===== config.mk =====
export PLATFORM = sky130hd
export DESIGN_NAME = preamble_qualify_autotx
export DESIGN_NICKNAME = d
export VERILOG_FILES = /design/src/logic/pqa_pkg.sv /design/src/logic/settle_blank.sv /design/src/logic/event_irq.sv /design/src/logic/preamble_qualify_autotx.sv
export SDC_FILE = /design/constraint.sdc
export NUM_CORES = 1
export LEC_CHECK = 0
export BUFFER_PORTS_ARGS = -buffer_cell sky130_fd_sc_hd__buf_2
export CAP_MARGIN = 20
export CORE_ASPECT_RATIO = 0.5
export CORE_MARGIN = 2
export CORE_UTILIZATION = 53
export CTS_BUF_LIST = sky130_fd_sc_hd__clkbuf_4 sky130_fd_sc_hd__clkbuf_8 sky130_fd_sc_hd__clkbuf_16
export DETAILED_ROUTE_END_ITERATION = 10
export PLACE_DENSITY = 0.91
export SETUP_SLACK_MARGIN = 0.2
export SYNTH_ARGS = -nofsm -noshare
export SYNTH_HDL_FRONTEND = slang
export SYNTH_SLANG_ARGS = --single-unit

===== constraint.sdc =====
create_clock -name core_clk -period 3.1 [get_ports core_clk]
set_input_delay 0.31 -clock core_clk [delete_from_list [all_inputs] [get_ports core_clk]]
set_output_delay 0.31 -clock core_clk [all_outputs]
set_load 0.05 [all_outputs]

===== src/logic/pqa_pkg.sv =====
// Purpose: Shared constants and types for preamble qualification and auto transmit
// Assumes: One 100 MHz clock; registers as 32-bit AXI4-Lite words at byte 4*index
// Notes: Register index constants are the printed offsets
// Behaviour
// - Invalid-preamble flag asserts on the clock after a preamble error is seen.
// - Invalid-preamble detector raises an interrupt when no valid preamble is found.
// - Flag held low for 16 bit periods after receive is enabled.
// - Preamble-detected and invalid-preamble indications readable at 04h.
// - Entering transmit with txon and no new packet resends the last packet.
// - Resend by txon only for packets that fit wholly inside the TX FIFO; an autotx start resends any size.
// - With autotx set, transmit starts by itself when TX FIFO is almost full.
// - Auto transmit returns to idle by itself once the packet is sent.
// - Channel filter programmable 620 kHz to 2.6 kHz through registers 1C to 25.
// - 1Ch holds bypass, exponent, filter select; 20h-25h hold ratio, offset, gain.
package pqa_pkg;
  localparam int unsigned SETTLE_BITS  = 16;
  localparam int unsigned TXFIFO_BYTES = 64;
  localparam int unsigned NUM_EV       = 4;
  localparam int unsigned MODEM_BYTES  = 10;
  localparam int unsigned CNT_W        = 5;

  localparam logic [7:0] IDX_DEV_STATE  = 8'h02;
  localparam logic [7:0] IDX_IRQ_ST1    = 8'h03;
  localparam logic [7:0] IDX_IRQ_ST2    = 8'h04;
  localparam logic [7:0] IDX_IRQ_EN     = 8'h05;
  localparam logic [7:0] IDX_IRQ_CLR    = 8'h06;
  localparam logic [7:0] IDX_OP_CTRL1   = 8'h07;
  localparam logic [7:0] IDX_MODEM_LO   = 8'h1c;
  localparam logic [7:0] IDX_MODEM_HI   = 8'h25;
  localparam logic [7:0] IDX_PREA_DET   = 8'h35;
  localparam logic [7:0] IDX_FUNC_CTRL2 = 8'h80;

  localparam logic [7:0]        RST_FUNC_CTRL2 = 8'h00;
  localparam logic [7:0]        RST_PREA_DET   = 8'h20;
  localparam logic [7:0]        RST_OP_CTRL1   = 8'h00;
  localparam logic [7:0]        RST_MODEM      = 8'h00;
  localparam logic [NUM_EV-1:0] RST_IRQ_EN     = 4'h0;

  localparam int unsigned OP_RXON_BIT = 2;
  localparam int unsigned OP_TXON_BIT = 3;
  localparam int unsigned EV_PKT_SENT = 0;
  localparam int unsigned EV_TX_START = 1;
  localparam int unsigned EV_PREA_OK  = 2;
  localparam int unsigned EV_PREA_BAD = 3;

  localparam int unsigned MB_FILT = 0;
  localparam int unsigned MB_OSR  = 4;
  localparam int unsigned MB_MID  = 5;
  localparam int unsigned MB_NC1  = 6;
  localparam int unsigned MB_NC0  = 7;
  localparam int unsigned MB_CR1  = 8;
  localparam int unsigned MB_CR0  = 9;

  localparam logic [1:0] RESP_OKAY   = 2'b00;
  localparam logic [1:0] RESP_SLVERR = 2'b10;

  typedef enum logic [1:0] {
    TX_IDLE = 2'b00,
    TX_LOAD = 2'b01,
    TX_SEND = 2'b11,
    TX_BACK = 2'b10
  } tx_state_t;

  typedef struct packed {
    logic        decim3_bypass;
    logic [2:0]  ndec_exp;
    logic [3:0]  filset;
    logic [10:0] rxosr;
    logic [19:0] ncoff;
    logic [10:0] crgain;
  } modem_cfg_t;

  typedef struct packed {
    logic [2:0] antdiv;
    logic       rxmpk;
    logic       autotx;
    logic       enldm;
    logic       ffclrrx;
    logic       ffclrtx;
  } func_ctrl_t;
endpackage


===== src/logic/settle_blank.sv =====
// Purpose: Counts bit periods after receive enable to blank the invalid flag
// Assumes: bit_tick is one pulse per bit period on core_clk
// Notes: Count restarts whenever receive drops
`timescale 1ns/100ps
module settle_blank
  import pqa_pkg::*;
(
  input  wire logic core_clk,
  input  wire logic rst_n,
  input  wire logic rx_on,
  input  wire logic bit_tick,
  output logic      settled
);
  logic [CNT_W-1:0] cnt_r;
  wire              full = (cnt_r == CNT_W'(SETTLE_BITS));

  always_ff @(posedge core_clk or negedge rst_n) begin
    if (!rst_n) begin
      cnt_r <= '0;
    end else if (!rx_on) begin
      cnt_r <= '0;
    end else if (bit_tick && !full) begin
      cnt_r <= cnt_r + CNT_W'(1);
    end
  end

  assign settled = full;
endmodule


===== src/logic/event_irq.sv =====
// Purpose: Sticky event status, enable mask and one level interrupt
// Assumes: clr is a one-cycle write pulse
// Notes: A new event beats a clear of the same bit
`timescale 1ns/100ps
module event_irq #(
  parameter int unsigned N = 4
) (
  input  wire logic         core_clk,
  input  wire logic         rst_n,
  input  wire logic [N-1:0] ev,
  input  wire logic [N-1:0] en,
  input  wire logic [N-1:0] clr,
  output logic      [N-1:0] status,
  output logic              irq
);
  genvar i;
  generate
    for (i = 0; i < N; i++) begin : g_bit
      always_ff @(posedge core_clk or negedge rst_n) begin
        if (!rst_n) begin
          status[i] <= 1'b0;
        end else begin
          status[i] <= ev[i] | (status[i] & ~clr[i]);
        end
      end
    end
  endgenerate

  assign irq = |(status & en);
endmodule


===== src/logic/preamble_qualify_autotx.sv =====
// Purpose: Invalid-preamble qualifier, auto and repeat transmit, modem config registers
// Assumes: Modem and FIFO strobes are synchronous to core_clk
// Notes: AXI4-Lite slave, one write and one read outstanding
//
// The AXI4-Lite slave port was left to the implementer.
`timescale 1ns/100ps
module preamble_qualify_autotx
  import pqa_pkg::*;
#(
  parameter int unsigned FIFO_DEPTH = TXFIFO_BYTES
) (
  input  wire logic        core_clk,
  input  wire logic        rst_n,
  input  wire logic [11:0] awaddr,
  input  wire logic        awvalid,
  output logic             awready,
  input  wire logic [31:0] wdata,
  input  wire logic [3:0]  wstrb,
  input  wire logic        wvalid,
  output logic             wready,
  output logic      [1:0]  bresp,
  output logic             bvalid,
  input  wire logic        bready,
  input  wire logic [11:0] araddr,
  input  wire logic        arvalid,
  output logic             arready,
  output logic      [31:0] rdata,
  output logic      [1:0]  rresp,
  output logic             rvalid,
  input  wire logic        rready,
  input  wire logic        bit_tick,
  input  wire logic        preamble_err,
  input  wire logic        preamble_detect,
  input  wire logic        tx_fifo_afull,
  input  wire logic        tx_fifo_wr,
  input  wire logic [7:0]  tx_pkt_len,
  input  wire logic        tx_pkt_done,
  output logic             invalid_preamble_flag,
  output logic             rx_on,
  output logic             tx_start,
  output logic             tx_rewind,
  output logic             tx_on_air,
  output modem_cfg_t       modem_cfg,
  output logic      [4:0]  preamble_thresh,
  output func_ctrl_t       func_ctrl,
  output logic             irq
);
  logic [7:0]        op_ctrl1_r;
  logic [7:0]        prea_det_r;
  logic [7:0]        func_ctrl2_r;
  logic [NUM_EV-1:0] irq_en_r;
  logic [7:0]        modem_r [MODEM_BYTES];
  logic              bvalid_r;
  logic [1:0]        bresp_r;
  logic              rvalid_r;
  logic [1:0]        rresp_r;
  logic [31:0]       rdata_r;
  logic [31:0]       rd_word;
  tx_state_t         state_r;
  tx_state_t         state_nxt;
  logic              fresh_r;
  logic              fit_r;
  logic              replay_r;
  logic              auto_r;
  logic              flag_r;
  logic              flag_nxt;
  logic              det_d_r;
  logic              settled;
  logic [NUM_EV-1:0] status;
  logic [NUM_EV-1:0] events;
  logic              refuse;

  function automatic logic reg_hit(input logic [11:0] a);
    logic [7:0] x;
    x = a[9:2];
    reg_hit = (a[11:10] == 2'b00) && (a[1:0] == 2'b00) &&
              ((x >= IDX_DEV_STATE && x <= IDX_OP_CTRL1) ||
               (x >= IDX_MODEM_LO && x <= IDX_MODEM_HI) ||
               x == IDX_PREA_DET || x == IDX_FUNC_CTRL2);
  endfunction

  // Write channel: both halves must be present, so no address is ever held alone
  wire       wr_go   = awvalid & wvalid & ~bvalid_r;
  wire [7:0] widx    = awaddr[9:2];
  wire       w_hit   = reg_hit(awaddr);
  wire       wr_en   = wr_go & w_hit & wstrb[0];
  wire [7:0] wbyte   = wdata[7:0];
  wire       wr_op1  = wr_en & (widx == IDX_OP_CTRL1);
  wire       wr_en_r = wr_en & (widx == IDX_IRQ_EN);
  wire       wr_clr  = wr_en & (widx == IDX_IRQ_CLR);
  wire       wr_pre  = wr_en & (widx == IDX_PREA_DET);
  wire       wr_fc2  = wr_en & (widx == IDX_FUNC_CTRL2);
  wire       wr_mod  = wr_en & (widx >= IDX_MODEM_LO) & (widx <= IDX_MODEM_HI);
  wire [7:0] moff    = widx - IDX_MODEM_LO;
  wire       rd_go   = arvalid & ~rvalid_r;
  wire [7:0] ridx    = araddr[9:2];
  wire       r_hit   = reg_hit(araddr);

  assign awready = wr_go;
  assign wready  = wr_go;
  assign bvalid  = bvalid_r;
  assign bresp   = bresp_r;
  assign arready = rd_go;
  assign rvalid  = rvalid_r;
  assign rresp   = rresp_r;
  assign rdata   = rdata_r;

  always_ff @(posedge core_clk or negedge rst_n) begin
    if (!rst_n) begin
      bvalid_r <= 1'b0;
      bresp_r  <= RESP_OKAY;
    end else if (wr_go) begin
      bvalid_r <= 1'b1;
      bresp_r  <= w_hit ? RESP_OKAY : RESP_SLVERR;
    end else if (bready) begin
      bvalid_r <= 1'b0;
    end
  end

  always_ff @(posedge core_clk or negedge rst_n) begin
    if (!rst_n) begin
      rvalid_r <= 1'b0;
      rresp_r  <= RESP_OKAY;
      rdata_r  <= '0;
    end else if (rd_go) begin
      rvalid_r <= 1'b1;
      rresp_r  <= r_hit ? RESP_OKAY : RESP_SLVERR;
      rdata_r  <= r_hit ? rd_word : '0;
    end else if (rready) begin
      rvalid_r <= 1'b0;
    end
  end

  // Status words carry the sticky events and, in 04h, the live indications
  always_comb begin
    rd_word = '0;
    if (ridx >= IDX_MODEM_LO && ridx <= IDX_MODEM_HI) begin
      rd_word[7:0] = modem_r[4'(ridx - IDX_MODEM_LO)];
    end else begin
      unique case (ridx)
        IDX_DEV_STATE:  rd_word[7:0] = {5'h00, auto_r, state_r};
        IDX_IRQ_ST1:    rd_word[1:0] = status[EV_TX_START:EV_PKT_SENT];
        IDX_IRQ_ST2:    rd_word[7:0] = {flag_r, det_d_r, 4'h0,
                                        status[EV_PREA_BAD:EV_PREA_OK]};
        IDX_IRQ_EN:     rd_word[NUM_EV-1:0] = irq_en_r;
        IDX_OP_CTRL1:   rd_word[7:0] = op_ctrl1_r;
        IDX_PREA_DET:   rd_word[7:0] = {prea_det_r[7:3], 3'h0};
        IDX_FUNC_CTRL2: rd_word[7:0] = func_ctrl2_r;
        default:        rd_word = '0;
      endcase
    end
  end

  always_ff @(posedge core_clk or negedge rst_n) begin
    if (!rst_n) begin
      prea_det_r   <= RST_PREA_DET;
      func_ctrl2_r <= RST_FUNC_CTRL2;
      irq_en_r     <= RST_IRQ_EN;
    end else begin
      if (wr_pre) prea_det_r <= wbyte;
      if (wr_fc2) func_ctrl2_r <= wbyte;
      if (wr_en_r) irq_en_r <= wbyte[NUM_EV-1:0];
    end
  end

  // Software write wins over the self-clear of txon at the end of a send
  always_ff @(posedge core_clk or negedge rst_n) begin
    if (!rst_n) begin
      op_ctrl1_r <= RST_OP_CTRL1;
    end else if (wr_op1) begin
      op_ctrl1_r <= wbyte;
    end else if (state_r == TX_BACK || refuse) begin
      op_ctrl1_r[OP_TXON_BIT] <= 1'b0;
    end
  end

  genvar g;
  generate
    for (g = 0; g < MODEM_BYTES; g++) begin : g_modem
      always_ff @(posedge core_clk or negedge rst_n) begin
        if (!rst_n) begin
          modem_r[g] <= RST_MODEM;
        end else if (wr_mod && moff == 8'(g)) begin
          modem_r[g] <= wbyte;
        end
      end
    end
  endgenerate

  assign modem_cfg.decim3_bypass = modem_r[MB_FILT][7];
  assign modem_cfg.ndec_exp      = modem_r[MB_FILT][6:4];
  assign modem_cfg.filset        = modem_r[MB_FILT][3:0];
  assign modem_cfg.rxosr         = {modem_r[MB_MID][7:5], modem_r[MB_OSR]};
  assign modem_cfg.ncoff         = {modem_r[MB_MID][3:0], modem_r[MB_NC1],
                                    modem_r[MB_NC0]};
  assign modem_cfg.crgain        = {modem_r[MB_CR1][2:0], modem_r[MB_CR0]};
  assign preamble_thresh         = prea_det_r[7:3];
  assign func_ctrl               = func_ctrl_t'(func_ctrl2_r);

  // Preamble qualification
  assign rx_on = op_ctrl1_r[OP_RXON_BIT];

  settle_blank u_settle (
    .core_clk (core_clk),
    .rst_n    (rst_n),
    .rx_on    (rx_on),
    .bit_tick (bit_tick),
    .settled  (settled)
  );

  always_comb begin
    flag_nxt = flag_r;
    if (!rx_on || !settled || preamble_detect) begin
      flag_nxt = 1'b0;
    end else if (preamble_err) begin
      flag_nxt = 1'b1;
    end
  end

  always_ff @(posedge core_clk or negedge rst_n) begin
    if (!rst_n) begin
      flag_r  <= 1'b0;
      det_d_r <= 1'b0;
    end else begin
      flag_r  <= flag_nxt;
      det_d_r <= preamble_detect;
    end
  end

  assign invalid_preamble_flag = flag_r;

  // Transmit sequencing
  wire txon     = op_ctrl1_r[OP_TXON_BIT];
  wire auto_go  = func_ctrl.autotx & tx_fifo_afull;
  wire pkt_fits = ({24'h0, tx_pkt_len} <= FIFO_DEPTH);
  wire manual   = txon & (fresh_r | fit_r);
  assign refuse = (state_r == TX_IDLE) & txon & ~fresh_r & ~fit_r & ~auto_go;

  always_comb begin
    state_nxt = state_r;
    unique case (state_r)
      TX_IDLE: if (auto_go || manual) state_nxt = TX_LOAD;
      TX_LOAD: state_nxt = TX_SEND;
      TX_SEND: if (tx_pkt_done) state_nxt = TX_BACK;
      TX_BACK: state_nxt = TX_IDLE;
    endcase
  end

  always_ff @(posedge core_clk or negedge rst_n) begin
    if (!rst_n) begin
      state_r  <= TX_IDLE;
      replay_r <= 1'b0;
      auto_r   <= 1'b0;
      fit_r    <= 1'b0;
    end else begin
      state_r <= state_nxt;
      if (state_r == TX_IDLE && state_nxt == TX_LOAD) begin
        replay_r <= ~fresh_r;
        auto_r   <= auto_go;
      end
      if (state_r == TX_LOAD && fresh_r) begin
        fit_r <= pkt_fits;
      end
    end
  end

  // A byte written while the load is taken still counts as new data
  always_ff @(posedge core_clk or negedge rst_n) begin
    if (!rst_n) begin
      fresh_r <= 1'b0;
    end else begin
      fresh_r <= tx_fifo_wr | (fresh_r & (state_r != TX_LOAD));
    end
  end

  assign tx_start  = (state_r == TX_LOAD);
  assign tx_rewind = (state_r == TX_LOAD) & replay_r;
  assign tx_on_air = (state_r == TX_SEND);

  assign events[EV_PKT_SENT] = (state_r == TX_BACK);
  assign events[EV_TX_START] = (state_r == TX_LOAD);
  assign events[EV_PREA_OK]  = preamble_detect & ~det_d_r;
  assign events[EV_PREA_BAD] = flag_nxt & ~flag_r;

  event_irq #(.N(NUM_EV)) u_irq (
    .core_clk (core_clk),
    .rst_n    (rst_n),
    .ev       (events),
    .en       (irq_en_r),
    .clr      (wr_clr ? wbyte[NUM_EV-1:0] : {NUM_EV{1'b0}}),
    .status   (status),
    .irq      (irq)
  );
endmodule


==> flow_summary.ini, run 1 <==
[synth]
synth_top_family_by_area = multiplexers
synth-edff-count = 0
synth_warnings = 0
netlist.area_leader.share_pct = 46.3
synthCells = 590
ys_types = 68
synth.area.top_cells = dfrtp_1 (46%), mux2_2 (15%), buf_4 (8.1%), mux4_2 (4.7%), mux2i_1 (2.6%)
synth-seq-area-share_pct = 46.7
synth-compound-area-share_pct = 7.62
synth_xor_area_share_pct = 0.487
synth.most_common_cell = dfrtp_1
synth_ff_type = dfrtp_1
synth.top_cells.by_count = dfrtp_1 (133), mux2_2 (96), buf_4 (78)
synth_mux_area_share_pct = 24.1
yosys.area_share.simple_pct = 9.97
postSynth.asyncResetShare_pct = 100
synth_fa_ha_area_share_pct = 1.04
syn-cell-area_mm2 = 0.00719
synth_top_area_cell = dfrtp_1
ys_ff_latch = 134
syn_area_per_cell_um2 = 12.2

[global_routing]
grt_usage_pct = 27.4
grt_pass1_wl_um = 30300
grt_overflow = 0
antenna_found_initial = 0
grt_pass1_vias = 5379
grt_max_degree = 55

[layout]
finalCoreUtilization_pct = 61.7
layout.nets = 772
antennaDiodeCount = 0
area_growth_pct = 15.1
fin_area_mm2 = 0.00827
n_fill_cell = 946
drive_above_1_share_pct = 45.6

[clock_tree]
cts_tree = built
clock_path_buffers = 2
h-tree-depth = 4
insertion_delay_ns = 0.43
root_buffer = clkbuf_16
cts_buffers = 17
cts_sinks = 134
cts_resized = 0
cts_setup_buffers = 0
clk_pin_slew_ns = 0.06

[floorplanning]
io_pins = 191
die-height_um = 86.4
rows = 30
dieArea_mm2 = 0.0146
start_util_pct = 53.6
core_area_mm2 = 0.0134
die_w_um = 169

[critical_path]
worst_setup_path_end_kind = flop
crit_type = flop to flop
crit_slowest_cell = or3_1
max_stage_delay_ns = 0.63
critical_path.startpoint_type = flop
crit_chain = and3b_1 -> nand2_2 -> or4_1 -> or3_1 -> mux2_4
required_ns = 3.41
path_max_fanout = 8
cp.arrival_ns = 2.94

[drt]
vias = 5436
avgViaCountPerCell = 6.23
routedWlPerCell_um = 22.1
first_pass_iters = 5
drc = 0
ant_nets = 0
drtIter0Drc = 714
wl_um = 19300

[place]
dp_hpwl_um = 12300
place_area_mm2 = 0.00763
gp_congestion = 0.881
io_buffers = 137
post-place-ws_ns = 0.516

[timing]
drv_slew = 0
period_share_pct = 84.9
slew_headroom_pct = 41.1
skew_ns = 0.0126
tightest_slew_ns = 0.878
hold_viol_final = 0
fin_setup_tns_ns = 0
setup_violations = 0
max_freq_mhz = 380
grt_setup_unrepaired = no
setup_ws_ns = 0.468
period_needed_ns = 2.63

[power]
powerDensity_mw_per_mm2 = 541
p_leak_nw = 4.20
p_total_w = 0.00447
peakVddDrop_mv = 0.360

[job]
drv_cap = 0

[run_status]
status = finished clean

[hold_path]
hold_class = input port to flop
-- flip-flops by register name, indices dropped and copies added, names as in the netlist --
| name | count |
|---|---|
| prea_det_r | 5 |
| op_ctrl1_r | 8 |
| u_irq.status | 4 |
| replay_r | 1 |
| irq_en_r | 4 |
| bvalid | 1 |
| fit_r | 1 |
| rresp | 1 |
| modem_cfg | 50 |
| state_r | 2 |
| rvalid | 1 |
| func_ctrl | 8 |
| rdata | 8 |
| auto_r | 1 |
| invalid_preamble_flag | 1 |
| bresp | 1 |
| det_d_r | 1 |
| u_settle.cnt_r | 5 |
| modem_r | 30 |
| fresh_r | 1 |
-- area by class of cell --
class	instances	area, µm²	share of cell area, %
clock buffer	20	460	5.57
multi-input combinational	368	3200	38.7
tap	176	220	2.66
clock inverter	11	173	2.09
sequential	134	3350	40.6
timing repair buffer	152	816	9.86
inverter	12	45.0	0.545
-- per-stage QoR --
stage,cells,hold slack (ns)
global route,873,0.0499
global placement,841,0.368
finish,873,0.0603
detailed placement,841,0.373
floorplan,615,0.0144
CTS,873,0.0516
-- layer usage --
metal  vias to the layer above  track usage [%]  share of wire, %
li1                       2249                -                 -
met1                      2707             34.7                39
met2                       393             43.6                48
met3                        87             7.85               9.3
met4                         0             14.2               4.5
met5                         -                0                 0
-- report_power, final --
part / switching [W] / total [W] / internal, W
logic: 0.000359 / 0.000475 / 0.000116
clock network: 0.000785 / 0.00218 / 0.00140
registers: 0.0000345 / 0.00181 / 0.00178
-- placed cells by master (no fill, tap or decap), types with 3 or more instances in the layout --
cell and instances:
bufinv_16 4, conb_1 26, nor4_1 4, mux2_4 8
a211o_1 3, a22oi_1 8, nor2_2 6, nand3_1 9
nor2_1 20, clkbuf_16 17, and2_1 7, nand3b_1 6
mux2_2 96, buf_4 14, a221oi_1 5, nor3b_1 4
nor3_2 3, a22o_1 4, a211oi_1 3, xnor2_1 4
buf_2 136, nand2b_1 4, ha_1 6, a21o_1 3
mux4_2 15, inv_1 12, nand2_1 27, a21oi_1 3
o21ai_0 12, mux2i_1 19, nand4_1 3, or4_1 5
o211ai_1 4, o31ai_1 3, nor3_1 6, dfrtp_1 133
-- logic make-up after synthesis --
logic type                 Yosys count
adders and majority gates            6
and+or+nand+nor                    122
buffers and inverters              113
xor gates and xnor gates             4
muxes                              138
AOI/OAI and AO/OA                   72
DFF                                134
other                                1
-- critical path, delay by kind of cell, from the launching register on --
kind,cells,cell delay (ns)
mux,1,0.40
flops,1,0.40
simple gates,4,1.72
-- final timing paths --
path	slack, ns	end	from	cells after the start
setup / recovery	0.47	modem_cfg[47]	bvalid	5
hold / removal	0.06	det_d_r	preamble_detect	1
setup reg to reg	0.47	modem_cfg[47]	bvalid	5
hold reg to reg	0.49	state_r[1]	state_r[0]	0
max in group asynchronous	1.78	modem_r[52]	rst_n	3
min in group asynchronous	0.46	modem_cfg[23]	rst_n	2
-- timing repair --
action                                 4_1_cts  5_1_grt
setup endpoints to repair                    0        0
endpoints found under the hold margin       47        0
hold buffers                                 1        0
No activity file was read; power rests on OpenSTA's default activity.
==> run 2, diff against run 1 <==
==> constraint.sdc (replaced) <==
create_clock -name core_clk -period 2.6 [get_ports core_clk]
set_input_delay 0.26 -clock core_clk [delete_from_list [all_inputs] [get_ports core_clk]]
set_output_delay 0.26 -clock core_clk [all_outputs]
set_load 0.05 [all_outputs]
==> flow_summary.ini, run 2 (same netlist as run 1, synthesis figures left out) <==
[critical_path]
crit_chain = and3b_1 -> nand2_4 -> or4_4 -> or3_1 -> buf_4 -> mux2_4
required_ns = 2.90
reg2reg_to = modem_cfg[44]
crit_type = flop to flop
cp_top_family = simple AND/OR/NAND/NOR gates
path_max_fanout = 8
max_stage_delay_ns = 0.53
cp.arrival_ns = 2.59
path_buf_inv = 1
worst_setup_path_end_kind = flop
reg2regPathDepth = 6
rr_startpoint = bvalid
reg2reg_slack_ns = 0.31
critical_path.startpoint_type = flop
crit_slowest_cell = or4_4

[timing]
grt_setup_unrepaired = no
skew_ns = 0.00897
period_needed_ns = 2.29
slew_headroom_pct = 55.8
drv_slew = 0
period_share_pct = 88.1
setup_ws_ns = 0.309
max_freq_mhz = 437
setup_violations = 0
hold_viol_final = 0
fin_setup_tns_ns = 0
tightest_slew_ns = 0.663

[layout]
final_cell_mix = buf_2 (136), dfrtp_1 (132), mux2_2 (96)
largest_reg_flops = 50
antennaDiodeCount = 0
layout.nets = 785
n_fill_cell = 923
layout_commonest_cell = buf_2
drive_above_1_share_pct = 47.0
area_growth_pct = 16.2

[hold_path]
hold_class = input port to flop
min_to = det_d_r
hold_depth = 1
hold_path.startpoint = preamble_detect

[drt]
drtIter0Drc = 623
drc = 0
routedWlPerCell_um = 21.4
vias = 5370
wl_um = 19000
ant_nets = 0
avgViaCountPerCell = 6.05
first_pass_iters = 6

[global_routing]
grt_pass1_wl_um = 29200
antenna_found_initial = 0
grt_usage_pct = 26.5
grt_pass1_vias = 5304
grt_overflow = 0
grt_max_degree = 54

[clock_tree]
h-tree-depth = 4
cts_buffers = 17
root_buffer = clkbuf_16
cts_setup_buffers = 0
cts_sinks = 134
clk_pin_slew_ns = 0.06
clock_path_buffers = 2
cts_tree = built
insertion_delay_ns = 0.42

[power]
p_leak_nw = 4.26
peakVddDrop_mv = 0.317
powerDensity_mw_per_mm2 = 614

[floorplanning]
die-height_um = 86.4
dieArea_mm2 = 0.0146
die_w_um = 169
start_util_pct = 53.6
io_pins = 191
rows = 30
core_area_mm2 = 0.0134

[place]
dp_hpwl_um = 13100
post-place-ws_ns = 0.271
io_buffers = 137
gp_congestion = 0.938

[run_status]
status = finished clean

[job]
drv_cap = 0
run 2: through the flow:
| stage | power, W | cell area [µm²] | std cells | util (%) | hold WS, ns |
|---|---|---|---|---|---|
| after floorplan | 0.00259 | 7310 | 615 | - | -0.0356 |
| after global placement | 0.00274 | 7750 | 854 | 57.8 | 0.324 |
| after detailed placement | 0.00276 | 7750 | 854 | 57.8 | 0.333 |
| after CTS | 0.00514 | 8350 | 887 | 62.3 | 0.00349 |
| after global routing | 0.00529 | 8350 | 887 | 62.3 | 0.0107 |
| final | 0.00513 | 8350 | 887 | 62.3 | 0.0121 |
run 2: final cells by class:
class / instances / area, µm² / area share [%]
timing repair buffer: 165 / 926 / 11.1
clock buffer: 19 / 447 / 5.35
clock inverter: 13 / 146 / 1.75
multi-input combinational: 368 / 3210 / 38.4
sequential: 134 / 3360 / 40.2
inverter: 12 / 45.0 / 0.539
tap: 176 / 220 / 2.64
run 2: layer usage:
layer	vias up	share of wire [%]	global-route usage [%]
met5	-	0	0
met4	0	4.5	14.5
met3	91	9.0	6.89
met2	339	48	44.1
met1	2669	38	32.3
li1	2271	-	-
run 2: worst max path at each step:
stage | end | cells after the start | startpoint | slack (ns)
finish | modem_cfg[44] | 6 | bvalid | 0.31
global route | modem_cfg[44] | 6 | bvalid | 0.25
CTS | modem_cfg[44] | 6 | bvalid | 0.32
detailed placement | modem_cfg[49] | 7 | awaddr[11] | 0.27
global placement | modem_cfg[47] | 7 | awaddr[11] | 0.32
floorplan | modem_cfg[42] | 8 | bvalid | 0.1
run 2: power by group:
part           switching (W)  internal [W]  total, W
Clock               0.000938       0.00146   0.00239
Combinational       0.000426      0.000143  0.000568
Sequential         0.0000426       0.00212   0.00216
run 2: repair_timing:
item | CTS | global route
endpoints found under the hold margin | 50 | 0
gates resized for setup | 0 | 0
hold buffers | 1 | 0
